### src/rtl/bsc_pkg.sv
// Constants, types and state encoding for the boundary-scan test port.
// Assumes one system clock; all test pins are sampled into that domain.
// Functional notes
// - Sixteen-state controller, steps on TCK rise, TMS-steered.
// - Reset state: scan off, IDCODE instruction loaded.
// - Power-up places controller in reset state.
// - Five TMS-high edges or TRST low reset.
// - Stay in reset while TMS high or TRST low.
// - TDO driven only in shift states, falling edges.
// - Shift-IR presents existing instruction bits on TDO.
// - Shift-IR holds on TMS low, exits on high.
// - Instruction bits taken on rise, last on exit.
// - Sample/preload leaves normal operation undisturbed.
// - Sample/preload muxes pass functional core signals.
// - Capture loads pad input, core enable, core value.
// - Shift forms one chain from TDI to TDO.
// - Update copies capture bits into update registers.
// - TDI bit reaches TDO after whole chain.
// - Two TMS-high edges from Shift-DR reach Update-DR.
// - External test drives pins from update registers.
// - One in enable update register tri-states output.
// - Instruction register is ten bits long.
// - TRST is active-low reset, independent of TCK.
// - All-ones instruction selects one-bit bypass register.
package bsc_pkg;

   localparam int             BSC_IR_WIDTH      = 10;
   localparam int             BSC_NUM_CELLS     = 4;
   localparam logic [9:0]     BSC_IR_IDCODE     = 10'h006;
   localparam logic [9:0]     BSC_IR_SAMPLE     = 10'h005;
   localparam logic [9:0]     BSC_IR_EXTEST     = 10'h00F;
   localparam logic [9:0]     BSC_IR_BYPASS     = 10'h3FF;
   localparam logic [2:0]     BSC_TLR_TMS_COUNT = 3'h5;
   localparam logic [2:0]     BSC_CELL_RESET    = 3'h0;
   localparam logic           BSC_TDO_RESET     = 1'b0;
   localparam logic           BSC_TDO_OFF_N     = 1'b1;

   typedef enum logic [3:0] {
      ST_RESET,
      ST_IDLE,
      ST_SEL_DR,
      ST_CAP_DR,
      ST_SHIFT_DR,
      ST_EXIT1_DR,
      ST_PAUSE_DR,
      ST_EXIT2_DR,
      ST_UPD_DR,
      ST_SEL_IR,
      ST_CAP_IR,
      ST_SHIFT_IR,
      ST_EXIT1_IR,
      ST_PAUSE_IR,
      ST_EXIT2_IR,
      ST_UPD_IR
   } bsc_tap_state_type;

   // A one on enable places the buffer in high impedance, like the update register.
   typedef struct packed {
      logic enable;
      logic value;
   } bsc_core_type;

   typedef struct packed {
      logic oe_n;
      logic out;
   } bsc_pad_type;

   localparam bsc_pad_type    BSC_PAD_RESET     = '{oe_n: 1'b1, out: 1'b0};

endpackage

### src/rtl/bsc_cell.sv
// One three-bit boundary cell: capture, shift, update and the pin muxes.
// Assumes strobes are single clk_sys pulses made by the controller.
module bsc_cell
(
   input  wire logic               clk_sys,
   input  wire logic               arst_n,
   input  wire logic               capture_en,
   input  wire logic               shift_en,
   input  wire logic               update_en,
   input  wire logic               extest_en,
   input  wire logic               sdi,
   output logic                    sdo,
   input  wire bsc_pkg::bsc_core_type core,
   input  wire logic               pad_in,
   output bsc_pkg::bsc_pad_type    pad,
   output logic                    core_input_drive
);
   import bsc_pkg::*;

   // Bit 2 is the pad input, bit 1 the enable, bit 0 the value.
   logic [2:0] cap_r;
   logic [2:0] upd_r;

   always_ff @(posedge clk_sys or negedge arst_n)
   begin
      if (!arst_n)
         cap_r <= BSC_CELL_RESET;
      else if (capture_en)
         cap_r <= {pad_in, core.enable, core.value};
      else if (shift_en)
         cap_r <= {sdi, cap_r[2:1]};
   end

   always_ff @(posedge clk_sys or negedge arst_n)
   begin
      if (!arst_n)
         upd_r <= BSC_CELL_RESET;
      else if (update_en)
         upd_r <= cap_r;
   end

   always_ff @(posedge clk_sys or negedge arst_n)
   begin
      if (!arst_n)
      begin
         pad              <= BSC_PAD_RESET;
         core_input_drive <= 1'b0;
      end
      else if (extest_en)
      begin
         pad              <= '{oe_n: upd_r[1], out: upd_r[0]};
         core_input_drive <= upd_r[2];
      end
      else
      begin
         pad              <= '{oe_n: core.enable, out: core.value};
         core_input_drive <= pad_in;
      end
   end

   assign sdo = cap_r[0];
endmodule

### src/rtl/bsc_tap.sv
// Boundary-scan test port controller with instruction register and cell chain.
// Assumes TCK, TMS, TDI, TRST and pad inputs are asynchronous to clk_sys,
// and that TCK runs well below a quarter of the clk_sys rate.
module bsc_tap
#(
   parameter int NUM_CELLS = bsc_pkg::BSC_NUM_CELLS
)
(
   input  wire logic                                   clk_sys,
   input  wire logic                                   arst_n,
   input  wire logic                                   tck,
   input  wire logic                                   tms,
   input  wire logic                                   tdi,
   input  wire logic                                   trst_n,
   output logic                                        tdo,
   output logic                                        tdo_oe_n,
   input  wire bsc_pkg::bsc_core_type [NUM_CELLS-1:0]  core_out,
   input  wire logic [NUM_CELLS-1:0]                   pad_in,
   output bsc_pkg::bsc_pad_type [NUM_CELLS-1:0]        pad_drive,
   output logic [NUM_CELLS-1:0]                        core_input_drive
);
   import bsc_pkg::*;

   localparam int SW = NUM_CELLS + 4;

   logic [SW-1:0]            sync1_r;
   logic [SW-1:0]            sync2_r;
   logic                     tck_d_r;
   logic                     tck_rise;
   logic                     tck_fall;
   logic                     tms_s;
   logic                     tdi_s;
   logic                     trst_s;
   logic [NUM_CELLS-1:0]     pad_in_s;
   bsc_tap_state_type        state_r;
   bsc_tap_state_type        state_nxt;
   logic [BSC_IR_WIDTH-1:0]  ir_shift_r;
   logic [BSC_IR_WIDTH-1:0]  ir_active_r;
   logic                     bypass_r;
   logic                     bsr_sel;
   logic                     extest_en;
   logic                     capture_en;
   logic                     shift_en;
   logic                     update_en;
   logic [NUM_CELLS:0]       chain;
   logic [2:0]               tms_ones_r;

   function automatic bsc_tap_state_type tap_next(input bsc_tap_state_type s,
                                                   input logic m);
      case (s)
         ST_RESET:    tap_next = m ? ST_RESET    : ST_IDLE;
         ST_IDLE:     tap_next = m ? ST_SEL_DR   : ST_IDLE;
         ST_SEL_DR:   tap_next = m ? ST_SEL_IR   : ST_CAP_DR;
         ST_CAP_DR:   tap_next = m ? ST_EXIT1_DR : ST_SHIFT_DR;
         ST_SHIFT_DR: tap_next = m ? ST_EXIT1_DR : ST_SHIFT_DR;
         ST_EXIT1_DR: tap_next = m ? ST_UPD_DR   : ST_PAUSE_DR;
         ST_PAUSE_DR: tap_next = m ? ST_EXIT2_DR : ST_PAUSE_DR;
         ST_EXIT2_DR: tap_next = m ? ST_UPD_DR   : ST_SHIFT_DR;
         ST_UPD_DR:   tap_next = m ? ST_SEL_DR   : ST_IDLE;
         ST_SEL_IR:   tap_next = m ? ST_RESET    : ST_CAP_IR;
         ST_CAP_IR:   tap_next = m ? ST_EXIT1_IR : ST_SHIFT_IR;
         ST_SHIFT_IR: tap_next = m ? ST_EXIT1_IR : ST_SHIFT_IR;
         ST_EXIT1_IR: tap_next = m ? ST_UPD_IR   : ST_PAUSE_IR;
         ST_PAUSE_IR: tap_next = m ? ST_EXIT2_IR : ST_PAUSE_IR;
         ST_EXIT2_IR: tap_next = m ? ST_UPD_IR   : ST_SHIFT_IR;
         ST_UPD_IR:   tap_next = m ? ST_SEL_DR   : ST_IDLE;
         default:     tap_next = ST_RESET;
      endcase
   endfunction

   function automatic logic is_bsr(input logic [BSC_IR_WIDTH-1:0] code);
      is_bsr = (code == BSC_IR_SAMPLE) || (code == BSC_IR_EXTEST);
   endfunction

   // Pins cross two flip-flops before any logic looks at them.
   always_ff @(posedge clk_sys or negedge arst_n)
   begin
      if (!arst_n)
      begin
         sync1_r <= '0;
         sync2_r <= '0;
         tck_d_r <= 1'b0;
      end
      else
      begin
         sync1_r <= {pad_in, trst_n, tdi, tms, tck};
         sync2_r <= sync1_r;
         tck_d_r <= sync2_r[0];
      end
   end

   assign tck_rise = sync2_r[0] & ~tck_d_r;
   assign tck_fall = ~sync2_r[0] & tck_d_r;
   assign tms_s    = sync2_r[1];
   assign tdi_s    = sync2_r[2];
   assign trst_s   = sync2_r[3];
   assign pad_in_s = sync2_r[SW-1:4];

   assign state_nxt = tap_next(state_r, tms_s);

   // Reset starts here, and a low TRST holds it regardless of TCK.
   always_ff @(posedge clk_sys or negedge arst_n)
   begin
      if (!arst_n)
         state_r <= ST_RESET;
      else if (!trst_s)
         state_r <= ST_RESET;
      else if (tck_rise)
         state_r <= state_nxt;
   end

   // Counts TMS-high rising edges; five in a row must land in reset.
   always_ff @(posedge clk_sys or negedge arst_n)
   begin
      if (!arst_n)
         tms_ones_r <= '0;
      else if (tck_rise)
      begin
         if (!tms_s)
            tms_ones_r <= '0;
         else if (tms_ones_r != BSC_TLR_TMS_COUNT)
            tms_ones_r <= 3'(tms_ones_r + 3'h1);
      end
   end

   // The capture loads the instruction in force, so it is what shifts out.
   always_ff @(posedge clk_sys or negedge arst_n)
   begin
      if (!arst_n)
         ir_shift_r <= BSC_IR_IDCODE;
      else if (tck_rise && state_r == ST_CAP_IR)
         ir_shift_r <= ir_active_r;
      else if (tck_rise && state_r == ST_SHIFT_IR)
         ir_shift_r <= {tdi_s, ir_shift_r[BSC_IR_WIDTH-1:1]};
   end

   always_ff @(posedge clk_sys or negedge arst_n)
   begin
      if (!arst_n)
         ir_active_r <= BSC_IR_IDCODE;
      else if (!trst_s || state_r == ST_RESET)
         ir_active_r <= BSC_IR_IDCODE;
      else if (tck_fall && state_r == ST_UPD_IR)
         ir_active_r <= ir_shift_r;
   end

   // Every code other than the two scan instructions uses the bypass bit.
   assign bsr_sel    = is_bsr(ir_active_r);
   assign extest_en  = (ir_active_r == BSC_IR_EXTEST);
   assign capture_en = tck_rise && state_r == ST_CAP_DR && bsr_sel;
   assign shift_en   = tck_rise && state_r == ST_SHIFT_DR && bsr_sel;
   assign update_en  = tck_fall && state_r == ST_UPD_DR && bsr_sel;

   always_ff @(posedge clk_sys or negedge arst_n)
   begin
      if (!arst_n)
         bypass_r <= 1'b0;
      else if (tck_rise && state_r == ST_CAP_DR)
         bypass_r <= 1'b0;
      else if (tck_rise && state_r == ST_SHIFT_DR)
         bypass_r <= tdi_s;
   end

   assign chain[NUM_CELLS] = tdi_s;

   genvar gi;
   generate
      for (gi = 0; gi < NUM_CELLS; gi++)
      begin : g_cell
         bsc_cell u_cell
         (
            .clk_sys          (clk_sys),
            .arst_n           (arst_n),
            .capture_en       (capture_en),
            .shift_en         (shift_en),
            .update_en        (update_en),
            .extest_en        (extest_en),
            .sdi              (chain[gi+1]),
            .sdo              (chain[gi]),
            .core             (core_out[gi]),
            .pad_in           (pad_in_s[gi]),
            .pad              (pad_drive[gi]),
            .core_input_drive (core_input_drive[gi])
         );
      end
   endgenerate

   // TDO changes only on falling TCK and is released outside the shift states.
   always_ff @(posedge clk_sys or negedge arst_n)
   begin
      if (!arst_n)
      begin
         tdo      <= BSC_TDO_RESET;
         tdo_oe_n <= BSC_TDO_OFF_N;
      end
      else if (!trst_s)
         tdo_oe_n <= BSC_TDO_OFF_N;
      else if (tck_fall)
      begin
         case (state_r)
            ST_SHIFT_IR:
            begin
               tdo      <= ir_shift_r[0];
               tdo_oe_n <= 1'b0;
            end
            ST_SHIFT_DR:
            begin
               tdo      <= bsr_sel ? chain[0] : bypass_r;
               tdo_oe_n <= 1'b0;
            end
            default:
               tdo_oe_n <= BSC_TDO_OFF_N;
         endcase
      end
   end
endmodule

### config.mk
export PLATFORM = sky130hd
export DESIGN_NAME = bsc_tap
export DESIGN_NICKNAME = d
export VERILOG_FILES = /design/src/rtl/bsc_pkg.sv /design/src/rtl/bsc_cell.sv /design/src/rtl/bsc_tap.sv
export SDC_FILE = /design/constraint.sdc
export NUM_CORES = 1
export LEC_CHECK = 0
export BUFFER_PORTS_ARGS = -buffer_cell sky130_fd_sc_hd__buf_2
export CAP_MARGIN = 0
export CORE_AREA = 2 2 92 94
export CTS_BUF_LIST = sky130_fd_sc_hd__clkbuf_2
export DETAILED_ROUTE_END_ITERATION = 16
export DIE_AREA = 0 0 94 96
export GPL_TIMING_DRIVEN = 0
export SLEW_MARGIN = 20
export SYNTH_ARGS = -nofsm -noshare
export SYNTH_HDL_FRONTEND = slang
export SYNTH_SLANG_ARGS = --single-unit
export TNS_END_PERCENT = 30
### constraint.sdc
create_clock -name clk_sys -period 6.2 [get_ports clk_sys]
set_input_delay 0.31 -clock clk_sys [delete_from_list [all_inputs] [get_ports clk_sys]]
set_output_delay 0.31 -clock clk_sys [all_outputs]
set_load 0.03 [all_outputs]
# After elaboration in Yosys (flattened, before gate mapping)
# Index checks and enable logic that the tools add are counted.
# word_totals
regBits	80
output_inout_bits	14
word_cells	117
# classes
eq_ne	19
n_mux	42
bitwise	4
reduce_logical	23
# ops
op	count
case mux 4 bit (12 select lines)	1
two-way mux 10 bit	4
equality test 4 bit, second input constant	8
two-way mux 3 bit	10
two-way mux 4 bit	6
equality test 4 x 3 -> 1 bit, second input constant	4
two-way mux 2 bit	7
two-way mux 1 bit	13
equality test 10 x 3 -> 1 bit, second input constant	1
equality test 10 x 4 -> 1 bit, second input constant	1
nonzero test 2 bit	5
logical AND 1 bit	9
equality test 4 x 2 -> 1 bit, second input constant	2
OR reduction 2 bit	3
equality test 4 x 1 -> 1 bit, second input constant	1
logical NOT 4 bit	1
inequality test 2 x 1 -> 1 bit, second input constant	2
AND reduction 3 bit	1
OR reduction 3 bit	1
bitwise AND 1 bit	2
logical OR 1 bit	2
NOT 1 bit	2
case mux 1 bit (2 select lines)	1
logical NOT 1 bit	1

# Longest topological paths before layout
# depth
depth_word	6
depth_mapped	6

# Cells and area by module
# From an unflattened synthesis, not the netlist that was laid out.
# hier_totals
cells_unflattened	277
area_unflattened_um2	3354.5
# modules_own_cells
mod	instances	cells_per_inst	area_per_inst_um2	seq_area_each_um2
bsc_tap	1	181	1953.1	1107.3
bsc_cell	4	24	350.3	226.5

# Worst setup path before layout
# No wires, ideal clock.
# synth_path
kind	flip-flop to flip-flop
startpoint	register ir_active_r[2]
endpoint	register g_cell[0].u_cell.upd_r[2]
setup_ns	0.127
arrival_ns	1.914
required_time_ns	6.073
setup_slack_ns	4.158
path_stages_with_launch	6
path_buffers	1
period_less_slack_ns	2.042
path_cell_list	dfstp_2 or4bb_1 nor3_2 and4_1 buf_6 mux2_1
# synth_between
elab_chain_cells	3
word_cells_on_any_way	4
cone_classes	eq/ne: 2; reduce/logical: 2
# synth_lines
item	line_no	source
start: declaration	bsc_tap.sv:38	logic [BSC_IR_WIDTH-1:0] ir_active_r;
start signal: assignment	bsc_tap.sv:144	ir_active_r <= ir_shift_r;
equality test 10 x 3 -> 1 bit / equality test 10 x 4 -> 1 bit (equally long branches)	bsc_tap.sv:72	is_bsr = (code == BSC_IR_SAMPLE) || (code == BSC_IR_EXTEST);
logical OR 1 bit *	bsc_tap.sv:72	
logical AND 1 bit *	bsc_tap.sv:152	assign update_en = tck_fall && state_r == ST_UPD_DR && bsr_sel;
end signal: assignment	bsc_cell.sv:39	upd_r <= cap_r;
end: declaration	bsc_cell.sv:22	logic [2:0] upd_r;
# Mark *: on every way between the ends. The rest lies on a longest branch, timed or not.
# A chain may end at the register's enable or synchronous reset.

# Worst setup path in the final report
# layout_path
startpoint	register ir_active_r[2]
endpoint	register g_cell[2].u_cell.upd_r[2]
# layout_between
elab_chain_cells	3
word_cells_on_any_way	4
cone_classes	eq/ne: 2; reduce/logical: 2
# layout_lines
item	line_no
equality test 10 x 3 -> 1 bit / equality test 10 x 4 -> 1 bit (equally long branches)	bsc_tap.sv:72
logical OR 1 bit *	bsc_tap.sv:72
logical AND 1 bit *	bsc_tap.sv:152
end signal: assignment	bsc_cell.sv:39
end: declaration	bsc_cell.sv:22
# Marks and branches as above.

==> summary.md <==
| Metric | Value |
|---|---|
| Final worst path period share | 37.73% |
| Clk buf depth | 2 |
| Peak supply drop | 0.00009330 V |
| Port bufs | 31 |
| PwrDens | 225.9 nW/um2 |
| NetSw | 236.1 uW |
| Flops & latches, synth | 80 |
| Placeable core area | 8051 um2 |
| Design area | 4136 um2 |
| Die height | 96 um |
| Seq/Total Area, Yosys | 56.79% |
| Switch share | 25.27% |
| TritonCTS sink count | 80 |
| Setup CP Type | reg2reg |
| Final nets | 376 |
| Clk slew on worst S/H paths | 0.21 ns |
| Crit path launch | ir_active_r[2] |
| Vias/cell | 5.468 |
| Placed insts | 439 |
| Final Max Slew Viols | 0 |
| Crit path capture | g_cell[2].u_cell.upd_r[2] |
| Post-DR wirelength/cell | 15.68 um |
| Global route total overflow | 0 |
| GPL Wtd Cong | 0.8433 |
| Synthesis-to-layout area growth | 16.70% |
| Final hold violation count | 0 |
| Crit path time final | 2.339 ns |
| Maximum clock frequency | 427.5 MHz |
| Synth cell types | 45 |
| Critical path required time | 6.61 ns |
| Post-DP HPWL | 4897 um |
| Most frequent cells in the layout | 71 x dfrtp_1, 35 x buf_2, 32 x a21oi_1 |
| Mapped Area | 3545 um2 |
| Final worst slack | 3.861 ns |
| Internal power | 698.3 uW |
| Async SR Flop Fraction | 100.0% |
| # setup viols final | 0 |
| Setup_tns | 0 ns |
| TritonRoute pass-1 iters | 4 |
| Maxcap violations | 0 |
| Pwr Total | 934.5 uW |
| Post-cts sizing count | 0 |
| Clock root buffer | clkbuf_2 |
| Initial core utilization | 44.02% |
| Final wirelength | 7337 um |
| Share of post-route cells with drive strength above 1 | 24.24% |
| Mapped Avg Cell Area | 11.74 um2 |
| FF-to-FF Start | ir_active_r[2] |
| Slew margin rel. | 49.42% |
| Critical Path Source Type | register |
| DIE AREA | 9024 um2 |
| Initial antenna violation count | 0 |
| RSZ-0062 raised after global routing | false |
| Post-synth EDFFs | 0 |
| Final ANT Viol Nets | 0 |
| Syn Nets | 320 |
| Vias | 2559 |
| Setup WS pre-CTS | 3.869 ns |
| Post-Layout Cell Count | 468 |
| R2R Setup Slk | 3.86 ns |
| Status | complete, no violations |
| Clk_skew | 0.04480 ns |
| Worst-path fanout max | 10 |
| Crit end category | register |
| Vias in the first global route | 2428 |
| H-tree depth | 3 |
| P_leak | 1.753 nW |
| Register-to-Register Path Depth | 5 |
| Commonest non-fill, non-tap cell in the layout | dfrtp_1 |
| Synth Flop Type | dfrtp_1 |
| First-pass GRT wire length | 12280 um |
| Logic pwr share | 7.1% |
| Sequential share of power | 57.8% |
| Die width | 94 um |
| Num CTS Buffers | 9 |
| Reg-to-reg critical path endpoint | g_cell[2].u_cell.upd_r[2] |
| CTS tree | done |
| Row count | 33 |
| Synthesis Warnings | 0 |
| Residual DRC | 0 |
| I/O pin count | 32 |
| Fin util | 51.38% |
| ANT cells | 0 |
| Worst path arrival time | 2.75 ns |
| Final hold slack | 0.04799 ns |
| GRT Resource Usage Total | 17.64% |
| Initial DRC Count | 107 |
| Clk_lat worst skew | 0.54 ns |
| Worst-Margin Slew | 0.7559 ns |
| Clock power share | 35.2% |
| Gate count after technology mapping | 302 |
| Largest net degree at the start of global routing | 56 |
| DP Area | 3861 um2 |
| HP Class | in2reg |
==> power groups by stage <==
stage               Clock (mW)  Combinational [mW]  Sequential, mW
floorplan                    0              0.0249           0.554
global placement             0              0.0579           0.549
detailed placement           0              0.0604           0.549
CTS                      0.339              0.0665           0.540
global route             0.368              0.0731           0.542
finish                   0.329              0.0661           0.540
==> cells in the mapped netlist, types with 3 or more instances <==
master,n,area (um2)
inv_1,4,15.01
o21ai_1,5,25.02
a22o_1,8,70.07
nand2b_1,5,31.28
nand2_1,19,71.32
buf_4,4,30.03
buf_2,5,25.02
nor2_1,5,18.77
mux2_1,15,168.9
clkbuf_1,13,48.80
nor2b_1,7,43.79
mux2i_1,12,120.1
dfstp_2,9,236.5
a311oi_2,8,120.1
o211ai_1,4,30.03
mux2_2,9,101.4
dfrtp_1,71,1777
buf_1,4,15.01
nor3_1,3,15.01
nand3_1,5,25.02
a311oi_1,4,35.03
a21oi_1,32,160.2
o21ai_0,23,115.1
==> worst max-delay path: stages (launching register included) <==
cell and delay [ns]:
dfstp_2 0.60, or4bb_1 0.45, nor3_2 0.33, and4_1 0.34, buf_6 0.19, mux2_1 0.32
==> worst min path at each step <==
| stage | start | cells past startpoint | endpoint |
|---|---|---|---|
| after global placement | sync1_r[5] | 0 | sync2_r[5] |
| after CTS | core_out[2] | 2 | g_cell[1].u_cell.pad[0] |
| final | core_out[5] | 2 | g_cell[2].u_cell.pad[1] |
| after global routing | core_out[0] | 2 | g_cell[0].u_cell.pad[0] |
| after detailed placement | arst_n | 1 | state_r[3] |
| after floorplan | arst_n | 0 | bypass_r |
==> layer usage <==
metal  GRT usage, %  share of wire (%)
met1          25.66                 49
met4          7.609                1.4
met3          3.054                3.8
met5              0                  0
met2          26.01                 46
==> layout make-up <==
cell class / instances / area [um2]
timing repair buffer: 45 / 315.3
clock buffer: 9 / 45.04
fill: 738 / 3915
inverter: 4 / 15.01
sequential: 80 / 2013
buffer: 28 / 141.4
multi-input combinational: 190 / 1375
tap: 105 / 131.4
clock inverter: 7 / 100.1
==> cell families after synthesis <==
family | Yosys count | share of synthesized area (%)
AND/OR/NAND/NOR | 58 | 9.212
XOR/XNOR | 2 | 0.4943
AO/OA/AOI/OAI | 94 | 18.07
flip-flops | 80 | 56.79
buffers and inverters | 32 | 4.412
multiplexers | 36 | 11.01
==> registers in the layout, summed over array words and instances (netlist names) <==
| signal | cells |
|---|---|
| bypass_r | 1 |
| g_cell.u_cell.cap_r | 12 |
| g_cell.u_cell.core_input_drive | 4 |
| g_cell.u_cell.pad | 8 |
| g_cell.u_cell.upd_r | 12 |
| ir_active_r | 10 |
| ir_shift_r | 10 |
| state_r | 4 |
| sync1_r | 8 |
| sync2_r | 8 |
| tck_d_r | 1 |
| tdo | 1 |
| tdo_oe_n | 1 |
==> repair_timing <==
| item | CTS | global route |
|---|---|---|
| setup buffers | 0 | 0 |
| hold buffers | 12 | 1 |
| hold endpoints to repair | 50 | 1 |
Note: power is estimated with default switching activity, not from simulation.
